[config.mk]
export PLATFORM = sky130hd
export DESIGN_NAME = etc_timer
export DESIGN_NICKNAME = d
export VERILOG_FILES = /design/src/design/etc_pkg.sv /design/src/design/etc_timer.sv
export SDC_FILE = /design/constraint.sdc
export NUM_CORES = 1
export LEC_CHECK = 0
export ABC_AREA = 0
export BUFFER_PORTS_ARGS = -buffer_cell sky130_fd_sc_hd__buf_2
export CORE_AREA = 3 3 98 100
export CTS_CLUSTER_DIAMETER = 120
export DETAILED_ROUTE_END_ITERATION = 7
export DIE_AREA = 0 0 101 103
export PLACE_DENSITY = 0.43
export SYNTH_ARGS = -nofsm -noshare
export SYNTH_HDL_FRONTEND = slang
export SYNTH_SLANG_ARGS = --single-unit
[constraint.sdc]
create_clock -name clk -period 3.2 [get_ports clk]
set_input_delay 0.64 -clock clk [delete_from_list [all_inputs] [get_ports clk]]
set_output_delay 0.64 -clock clk [all_outputs]
set_load 0.01 [all_outputs]
[src/design/etc_pkg.sv]
// constants, register map and carrier types for the prescaled 8-bit timer
package etc_pkg;

    localparam logic [1:0] REG_COUNT   = 2'h0;
    localparam logic [1:0] REG_OPTIONS = 2'h1;
    localparam logic [1:0] REG_INTCTL  = 2'h2;

    localparam logic [7:0] OPTIONS_RESET = 8'hFF;
    localparam logic [7:0] INTCTL_RESET  = 8'h00;
    localparam logic [7:0] COUNT_RESET   = 8'h00;

    // option register field positions
    localparam int OPT_CS_BIT   = 5;
    localparam int OPT_SE_BIT   = 4;
    localparam int OPT_PSA_BIT  = 3;
    localparam int OPT_RATE_LSB = 0;

    // interrupt control field positions
    localparam int INT_EN_BIT   = 5;
    localparam int INT_FLAG_BIT = 2;

    localparam logic [1:0] WRITE_HOLD_CYCLES = 2'h2;
    // one instruction cycle is four phase clocks
    localparam logic [1:0] PHASE_LAST = 2'h3;
    localparam logic [1:0] PHASE_Q2   = 2'h1;
    localparam logic [1:0] PHASE_Q4   = 2'h3;

    typedef struct packed {
        logic [1:0] addr;
        logic [7:0] wdata;
        logic       wr;
        logic       rd;
    } etc_bus_req_t;

    typedef struct packed {
        logic       cs;
        logic       se;
        logic       prescaler_assign;
        logic [2:0] rate;
    } etc_opt_t;

endpackage

[src/design/etc_timer.sv]
// prescaled 8-bit timer/counter with shared watchdog prescaler
//
// Contract
// - source bit 0: timer mode, one advance per instruction cycle
// - a count write blocks counting for the next two instruction cycles
// - source bit 1: count edges of the external count pin
// - edge bit 1 counts falling edges, 0 counts rising edges
// - prescaler serves timer when assign bit 0, watchdog when 1
// - timer runs undivided only while prescaler belongs to watchdog
// - prescaler hidden from software; count writes clear it if timer's
// - watchdog clear instruction clears prescaler when watchdog owns it
// - rollover FFh to 00h sets overflow flag; only software zero clears
// - interrupt request only while enable and overflow flag both set
// - timer frozen during sleep, so no wake from overflow
// - counter mode samples prescaler output at phases Q2 and Q4
//
// The register offsets and the plain strobed port were chosen for this implementation.
`timescale 1ns/1ns

module etc_timer (
    input  wire logic                  clk,
    input  wire logic                  reset,
    input  wire etc_pkg::etc_bus_req_t bus_req,
    output logic [7:0]                 rdata,
    input  wire logic                  ext_count_input,
    input  wire logic                  sleep_mode,
    input  wire logic                  watchdog_clear_instr,
    output logic                       watchdog_tick,
    output logic                       timer_irq
);

    ////////////////////////////////////////////////////////////////////////
    // registers and decode

    logic [7:0] count_q;
    logic [7:0] count_d;
    logic [7:0] options_q;
    logic [7:0] intctl_q;
    logic [7:0] intctl_d;
    logic [7:0] rdata_q;
    logic [7:0] presc_q;
    logic [7:0] presc_d;
    logic [1:0] phase_q;
    logic [1:0] hold_q;
    logic [1:0] hold_d;
    logic [2:0] pin_sync_q;
    logic       pin_level_q;
    logic       edge_q;
    logic       sample_q;
    logic       sample_prev_q;
    logic       irq_q;
    logic       wdt_tick_q;

    etc_pkg::etc_opt_t opt;
    // one driver for the whole struct keeps the field views consistent
    assign opt = '{cs:   options_q[etc_pkg::OPT_CS_BIT],
                   se:   options_q[etc_pkg::OPT_SE_BIT],
                   prescaler_assign:  options_q[etc_pkg::OPT_PSA_BIT],
                   rate: options_q[etc_pkg::OPT_RATE_LSB +: 3]};

    wire wr_count   = bus_req.wr && bus_req.addr == etc_pkg::REG_COUNT;
    wire wr_options = bus_req.wr && bus_req.addr == etc_pkg::REG_OPTIONS;
    wire wr_intctl  = bus_req.wr && bus_req.addr == etc_pkg::REG_INTCTL;

    // terminal count of an n-stage divider: low bits all ones
    function automatic logic presc_terminal(input logic [7:0] cnt,
                                            input logic [2:0] code);
        logic [7:0] mask;
        mask = 8'hFF >> (3'h7 - code);
        return (cnt & mask) == mask;
    endfunction

    ////////////////////////////////////////////////////////////////////////
    // phase clocks and pin synchroniser

    wire instr_end = phase_q == etc_pkg::PHASE_LAST;
    // only the agreeing second and third stages are looked at
    wire pin_agree = pin_sync_q[1] == pin_sync_q[2];
    wire pin_next  = pin_agree ? pin_sync_q[2] : pin_level_q;
    // falling if edge bit set, else rising
    wire pin_edge  = (pin_next != pin_level_q) &&
                     (opt.se ? !pin_next : pin_next);

    ////////////////////////////////////////////////////////////////////////
    // source selection and prescaler

    wire running  = !sleep_mode;
    wire src_tick = running &&
                    (opt.cs ? edge_q : instr_end);
    // watchdog ticks are taken per instruction cycle
    wire wdt_src  = running && instr_end;
    wire presc_in = opt.prescaler_assign ? wdt_src : src_tick;
    // watchdog ratio is half the timer one: one stage fewer
    wire [2:0] wdt_code = (opt.rate == 3'h0) ? 3'h0 : opt.rate - 3'h1;
    wire presc_hit = presc_in &&
        (opt.prescaler_assign ? (opt.rate == 3'h0 || presc_terminal(presc_q, wdt_code))
                 : presc_terminal(presc_q, opt.rate));
    wire presc_clr = (wr_count && !opt.prescaler_assign) ||
                     (watchdog_clear_instr && opt.prescaler_assign);

    always_comb begin
        presc_d = presc_q;
        if (presc_clr) begin
            presc_d = 8'h00;
        end else if (presc_in) begin
            presc_d = presc_q + 8'h01;
        end
    end

    // bypass gives 1:1 when the watchdog owns the divider
    wire timer_raw = opt.prescaler_assign ? src_tick
                             : (presc_hit && !presc_clr);

    ////////////////////////////////////////////////////////////////////////
    // count register, write hold and overflow

    // counter-mode ticks resynchronised at Q2/Q4 before reaching the count
    wire q_sample = phase_q == etc_pkg::PHASE_Q2 ||
                    phase_q == etc_pkg::PHASE_Q4;
    wire cnt_tick = opt.cs ? (sample_q && !sample_prev_q && q_sample)
                           : timer_raw;
    wire inc      = cnt_tick && running && hold_q == 2'h0;
    wire overflow = inc && count_q == 8'hFF;

    always_comb begin
        count_d = count_q;
        hold_d  = hold_q;
        if (wr_count) begin
            count_d = bus_req.wdata;
            hold_d  = etc_pkg::WRITE_HOLD_CYCLES;
        end else begin
            if (inc) begin
                count_d = count_q + 8'h01;
            end
            if (hold_q != 2'h0 && instr_end) begin
                hold_d = hold_q - 2'h1;
            end
        end
    end

    always_comb begin
        intctl_d = intctl_q;
        if (wr_intctl) begin
            intctl_d = bus_req.wdata;
        end
        // hardware set wins over a same-cycle clear
        if (overflow) begin
            intctl_d[etc_pkg::INT_FLAG_BIT] = 1'b1;
        end
    end

    wire irq_d = intctl_d[etc_pkg::INT_EN_BIT] &&
                 intctl_d[etc_pkg::INT_FLAG_BIT];

    wire [7:0] rd_mux = (bus_req.addr == etc_pkg::REG_COUNT)   ? count_q :
                        (bus_req.addr == etc_pkg::REG_OPTIONS) ? options_q :
                        (bus_req.addr == etc_pkg::REG_INTCTL)  ? intctl_q :
                        8'h00;

    ////////////////////////////////////////////////////////////////////////
    // flip-flops

    always_ff @(posedge clk) begin
        if (reset) begin
            phase_q    <= 2'h0;
            pin_sync_q <= 3'h0;
            pin_level_q <= 1'b0;
            edge_q     <= 1'b0;
        end else begin
            phase_q    <= phase_q + 2'h1;
            pin_sync_q <= {pin_sync_q[1:0], ext_count_input};
            pin_level_q <= pin_next;
            edge_q     <= pin_edge;
        end
    end

    // sample held prescaler output, sampled only on Q2/Q4
    always_ff @(posedge clk) begin
        if (reset) begin
            sample_q      <= 1'b0;
            sample_prev_q <= 1'b0;
        end else begin
            if (timer_raw) begin
                sample_q <= 1'b1;
            end else if (q_sample && sample_q && sample_prev_q) begin
                sample_q <= 1'b0;
            end
            if (q_sample) begin
                sample_prev_q <= sample_q;
            end
        end
    end

    always_ff @(posedge clk) begin
        if (reset) begin
            count_q    <= etc_pkg::COUNT_RESET;
            hold_q     <= 2'h0;
            presc_q    <= 8'h00;
            options_q  <= etc_pkg::OPTIONS_RESET;
            intctl_q   <= etc_pkg::INTCTL_RESET;
            irq_q      <= 1'b0;
            rdata_q    <= 8'h00;
            wdt_tick_q <= 1'b0;
        end else begin
            count_q    <= count_d;
            hold_q     <= hold_d;
            presc_q    <= presc_d;
            intctl_q   <= intctl_d;
            irq_q      <= irq_d;
            rdata_q    <= bus_req.rd ? rd_mux : 8'h00;
            wdt_tick_q <= opt.prescaler_assign ? (presc_hit && !presc_clr) : wdt_src;
            if (wr_options) begin
                options_q <= bus_req.wdata;
            end
        end
    end

    assign rdata         = rdata_q;
    assign timer_irq     = irq_q;
    assign watchdog_tick = wdt_tick_q;

endmodule

# After elaboration in Yosys (flattened, before gate mapping)
# Index checks and enable logic that the tools add are counted.
# word_totals
regBits	53
elab_cells	94
out_inout_bits	10
input_bits	17
# op_classes
addsub	7
mux	20
n_shift	2
n_bitwise	3
n_eq_ne	9
reduce_logical	37
# op_table
operator	n
8-bit 2-to-1 mux	5
1-bit logical AND	19
8-bit by 1-bit adder with 8-bit output, second input constant	2
8-bit bitwise AND	2
8-bit == test	2
8-bit by 3-bit >> shifter with 8-bit output, first input constant	2
1-bit 2-to-1 mux	11
8-bit == test, second input constant	1
2-bit nonzero test	4
6-bit 2-to-1 mux	1
2-bit OR reduction	3
3-bit subtractor, first input constant	2
1-bit logical NOT	5
2-bit by 1-bit == test with 1-bit output, second input constant	2
2-bit == test, second input constant	2
2-bit logical NOT	2
2-bit 2-to-1 mux	2
3-bit logical NOT	1
1-bit logical OR	3
3-bit 2-to-1 mux	1
3-bit by 1-bit subtractor with 3-bit output, second input constant	1
2-bit by 1-bit adder with 2-bit output, second input constant	1
2-bit by 1-bit subtractor with 2-bit output, second input constant	1
1-bit == test	1
2 further kinds	2

# Longest topological paths before layout
# logic_depth
depth_word	17
depth_mapped	11
ltp_nobuf	9

# Worst setup path before layout
# Ideal clock, no wire load.
# synth_path
path_type	reg-to-reg
startpoint	register options_q[0]
endpoint	register count_q[3]
t_required_ns	3.109
stages_incl_launch_ff	12
setup_slack_ns	0.987
arrival_time_ns	2.122
setup_ns	0.091
n_path_buf	2
period_less_slack_ns	2.213
path_cell_list	dfxtp_1 -> clkbuf_1 -> nor2_1 -> inv_1 -> ha_1 -> inv_1 -> o221ai_2 -> nor4_4 -> a31oi_1 -> buf_6 -> or3_1 -> a311oi_1
# synth_via
elab_chain_cells	15
word_cells_on_any_way	20
cone_classes	3 x add/sub; 2 x eq/ne; 2 x shift; 4 x mux; 2 x bitwise; 7 x reduce/logical
# synth_rtl
element	line	rtl
start, declared	etc_timer.sv:37	logic [7:0] options_q;
start signal, assigned	etc_timer.sv:199	options_q <= etc_pkg::OPTIONS_RESET;
start signal, assigned	etc_timer.sv:213	options_q <= bus_req.wdata;
3-bit by 1-bit subtractor with 3-bit output or 3-bit logical NOT (tied branches)	etc_timer.sv:94, etc_timer.sv:96	
3-bit 2-to-1 mux	etc_timer.sv:94	wire [2:0] wdt_code = (opt.rate == 3'h0) ? 3'h0 : opt.rate - 3'h1;
3-bit subtractor	etc_timer.sv:69	mask = 8'hFF >> (3'h7 - code);
8-bit by 3-bit >> shifter with 8-bit output	etc_timer.sv:69	
8-bit bitwise AND	etc_timer.sv:70	return (cnt & mask) == mask;
8-bit == test	etc_timer.sv:70	
1-bit logical OR	etc_timer.sv:96	(opt.prescaler_assign ? (opt.rate == 3'h0 || presc_terminal(presc_q, wdt_code))
1-bit 2-to-1 mux *	etc_timer.sv:96	
1-bit logical AND *	etc_timer.sv:95	wire presc_hit = presc_in &&
1-bit logical AND *	etc_timer.sv:112	: (presc_hit && !presc_clr);
1-bit 2-to-1 mux *	etc_timer.sv:111	wire timer_raw = opt.prescaler_assign ? src_tick
1-bit 2-to-1 mux *	etc_timer.sv:120	wire cnt_tick = opt.cs ? (sample_q && !sample_prev_q && q_sample)
1-bit logical AND * (2 in series)	etc_timer.sv:122	wire inc = cnt_tick && running && hold_q == 2'h0;
2-bit nonzero test (no source line) *	-	
end signal, assigned	etc_timer.sv:196	count_q <= etc_pkg::COUNT_RESET;
end signal, assigned	etc_timer.sv:205	count_q <= count_d;
end, declared	etc_timer.sv:35	logic [7:0] count_q;
# Mark *: on every way between the ends. The rest lies on a longest branch, timed or not.
# A chain may end at the register's enable or synchronous reset.

# Worst setup path in the final report
# layout_path
startpoint	register options_q[1]
endpoint	register count_q[2]
# Same word-level chain as after synthesis.

==> impl_metrics.sql <==
INSERT INTO impl_metrics (metric_group, metric, value, unit) VALUES
('logic_synthesis', 'synth.net_count', '319', ''),
('worst_setup_path', 'worstSetupEndpointType', 'flop', ''),
('grt', 'grt_pass1_wl', '10500', 'microns'),
('power_and_ir_drop', 'internal-power', '884', 'uW'),
('worst_setup_path', 'worstSetupEndpoint', 'count_q[2]', ''),
('die', 'die_x', '101', 'microns'),
('grt', 'global_route.usage.total', '12.8', '%'),
('worst_setup_path', 'critical_path.top_delay_family', 'simple AND/OR/NAND/NOR gates', ''),
('grt', 'remaining_overflow_grt', '0', ''),
('layout', 'seq_area', '1060', 'sq um'),
('cts', 'ctsResizeCount', '0', ''),
('place', 'numPlacedInstances', '414', ''),
('power_and_ir_drop', 'power.switching', '317', 'uW'),
('power_and_ir_drop', 'power.leakage', '0.00118', 'uW'),
('worst_setup_path', 'regToRegStartpoint', 'options_q[1]', ''),
('place', 'postPlaceCellArea', '2790', 'sq um'),
('power_and_ir_drop', 'power_frac_comb', '9.8', '%'),
('worst_setup_path', 'critical_path_cell_count', '10', ''),
('die', 'row_count', '34', ''),
('timing', 'setup-tns-final', '0', 'ps'),
('timing', 'finalClockSkew', '9.39', 'ps'),
('routing', 'postRouteAntennaNets', '0', ''),
('place', 'buffer_ports.inserted', '26', ''),
('worst_setup_path', 'critical_path_required', '3410', 'ps'),
('cts', 'tritoncts_clock_tree', 'yes', ''),
('layout', 'drive_above_1_share', '13.7', '%'),
('status', 'run_status', 'finished, final reports clean', ''),
('layout', 'insertedDiodeCount', '0', ''),
('worst_setup_path', 'crit_path_frequent_cell', 'sky130_fd_sc_hd__inv_1', ''),
('power_and_ir_drop', 'power_frac_seq', '58.5', '%'),
('layout', 'stdcell_area', '2880', 'sq um'),
('logic_synthesis', 'synth_area', '2600', 'sq um'),
('worst_setup_path', 'critical_path_peak_fanout', '9', ''),
('worst_setup_path', 'slowest_delay', '430', 'ps'),
('logic_synthesis', 'syn-mean-instance-area', '8.81', 'sq um'),
('power_and_ir_drop', 'power.share.clock', '31.7', '%'),
('cts', 'h_tree_depth', '2', ''),
('logic_synthesis', 'postSynthCellCount', '295', ''),
('routing', 'wl_per_cell', '15.1', 'microns'),
('layout', 'fin_cells', '422', ''),
('timing', 'slew-limit-headroom', '48.8', '%'),
('cts', 'clk-insertion-delay-late', '300', 'ps'),
('cts', 'clk_root_buffer_cell', 'sky130_fd_sc_hd__clkbuf_8', ''),
('timing', 'slew_viol_final', '0', ''),
('worst_setup_path', 'crit_path_cell_trace', 'nor2_1 -> inv_1 -> ha_1 -> inv_1 -> o221ai_2 -> nor4_4 -> a31oi_1 -> buf_4 -> or3_1 -> a311oi_1', ''),
('logic_synthesis', 'async_flop_share', '0', '%'),
('logic_synthesis', 'synth.top_cells.by_count', '53 x sky130_fd_sc_hd__dfxtp_1, 47 x sky130_fd_sc_hd__nor2_1, 22 x sky130_fd_sc_hd__a21oi_1, 19 x sky130_fd_sc_hd__mux2i_1, 14 x sky130_fd_sc_hd__o21ai_0', ''),
('routing', 'drt_pass1_iterations', '4', ''),
('routing', 'route.detailed.drc', '0', ''),
('worst_setup_path', 'timing.critical_path.from', 'options_q[1]', ''),
('logic_synthesis', 'synthDominantAreaCellType', 'sky130_fd_sc_hd__dfxtp_1', ''),
('worst_setup_path', 'crit_path_start_kind', 'flop', ''),
('cts', 'numCtsBuffers', '5', ''),
('power_and_ir_drop', 'irDropWorstVdd', '0.000151', 'V'),
('die', 'core_area', '8760', 'sq um'),
('worst_setup_path', 'critical-path-slowest-cell', 'sky130_fd_sc_hd__dfxtp_1', ''),
('logic_synthesis', 'number_of_register_bits_inferred_by_synthesis', '53', ''),
('hold_path', 'whs_path_depth', '1', ''),
('place', 'place.detailed.hpwl', '4590', 'microns'),
('layout', 'multi_input_gate_area_in_the_final_layout', '1420', 'sq um'),
('job', 'cap_violations', '0', ''),
('timing', 'hold_slack', '449', 'ps'),
('cts', 'cts_buffer_depth', '2', ''),
('logic_synthesis', 'post_synth_num_cell_types', '50', ''),
('logic_synthesis', 'ys_top_cells_by_area', 'sky130_fd_sc_hd__dfxtp_1 41%, sky130_fd_sc_hd__mux2i_1 7.3%, sky130_fd_sc_hd__nor2_1 6.8%', ''),
('worst_setup_path', 'worst-r2r-cell-count', '10', ''),
('timing', 'final_period_minus_worst_setup_slack', '2600', 'ps'),
('cts', 'cts-hold-fix-buffers', '0', ''),
('routing', 'detail_route.wirelength', '6380', 'microns'),
('worst_setup_path', 'worstPathArrival', '2810', 'ps'),
('logic_synthesis', 'ys_warns', '0', '');
## worst min path at each step
stage / end / slack [ps]
floorplan: pin_sync_q[1] / 410
global placement: pin_sync_q[1] / 420
detailed placement: pin_sync_q[1] / 430
CTS: pin_sync_q[1] / 450
global route: pin_sync_q[1] / 470
finish: pin_sync_q[1] / 450
## layout make-up
cell class                 count  share of cell area (%)
timing repair buffer          28                    5.04
clock inverter                 2                   0.521
sequential                    53                    36.8
inverter                       9                    1.17
tap                          108                    4.69
multi-input combinational    216                    49.2
clock buffer                   6                    2.52
## layout by cell type (no fill, tap or decap), types with 7 or more instances in the layout
| cell | instances |
|---|---|
| sky130_fd_sc_hd__o21ai_0 | 14 |
| sky130_fd_sc_hd__ha_1 | 7 |
| sky130_fd_sc_hd__and3_1 | 12 |
| sky130_fd_sc_hd__nor2_1 | 47 |
| sky130_fd_sc_hd__mux2i_1 | 19 |
| sky130_fd_sc_hd__dfxtp_1 | 53 |
| sky130_fd_sc_hd__inv_1 | 9 |
| sky130_fd_sc_hd__a211o_1 | 8 |
| sky130_fd_sc_hd__a21oi_1 | 22 |
| sky130_fd_sc_hd__nand3b_1 | 8 |
| sky130_fd_sc_hd__nand2_1 | 10 |
| sky130_fd_sc_hd__buf_2 | 26 |
## per-layer routing
metal	routed length [microns]	vias to the layer above	share of wire [%]	global-route usage [%]
met5	0	-	0	0
met4	60	0	0.94	3.89
met1	3140	989	49	17.5
li1	-	1081	-	-
met3	186	6	2.9	2.30
met2	2990	36	47	20.6
## state kept, by name, summed over array words and instances, names as in the netlist
register,cells
timer_irq,1
intctl_q,8
options_q,8
sample_q,1
phase_q,2
edge_q,1
presc_q,8
count_q,8
pin_level_q,1
watchdog_tick,1
hold_q,2
pin_sync_q,3
sample_prev_q,1
rdata,8
## through the flow
step           setup slack, ps  power (uW)
2_1_floorplan              987         795
3_3_place_gp               605         836
3_5_place_dp               552         837
4_1_cts                    608        1220
5_1_grt                    371        1260
6_report                   605        1200
## power by group through the flow
stage               sequential (uW)  clock [uW]  combinational (uW)
floorplan                       710           0                85.0
global placement                718           0                 118
detailed placement              718           0                 119
CTS                             703         402                 119
global route                    707         421                 133
finish                          703         381                 117
## logic make-up after synthesis
logic type	synth area share, %
AND/OR/NAND/NOR	24.1
AO/OA/AOI/OAI	16.7
flip-flops	40.8
buffers and inverters	4.53
multiplexers	7.76
XOR/XNOR	2.70
adder cells (fa/ha/maj)	3.37
Note: power is estimated with default switching activity, not from simulation.
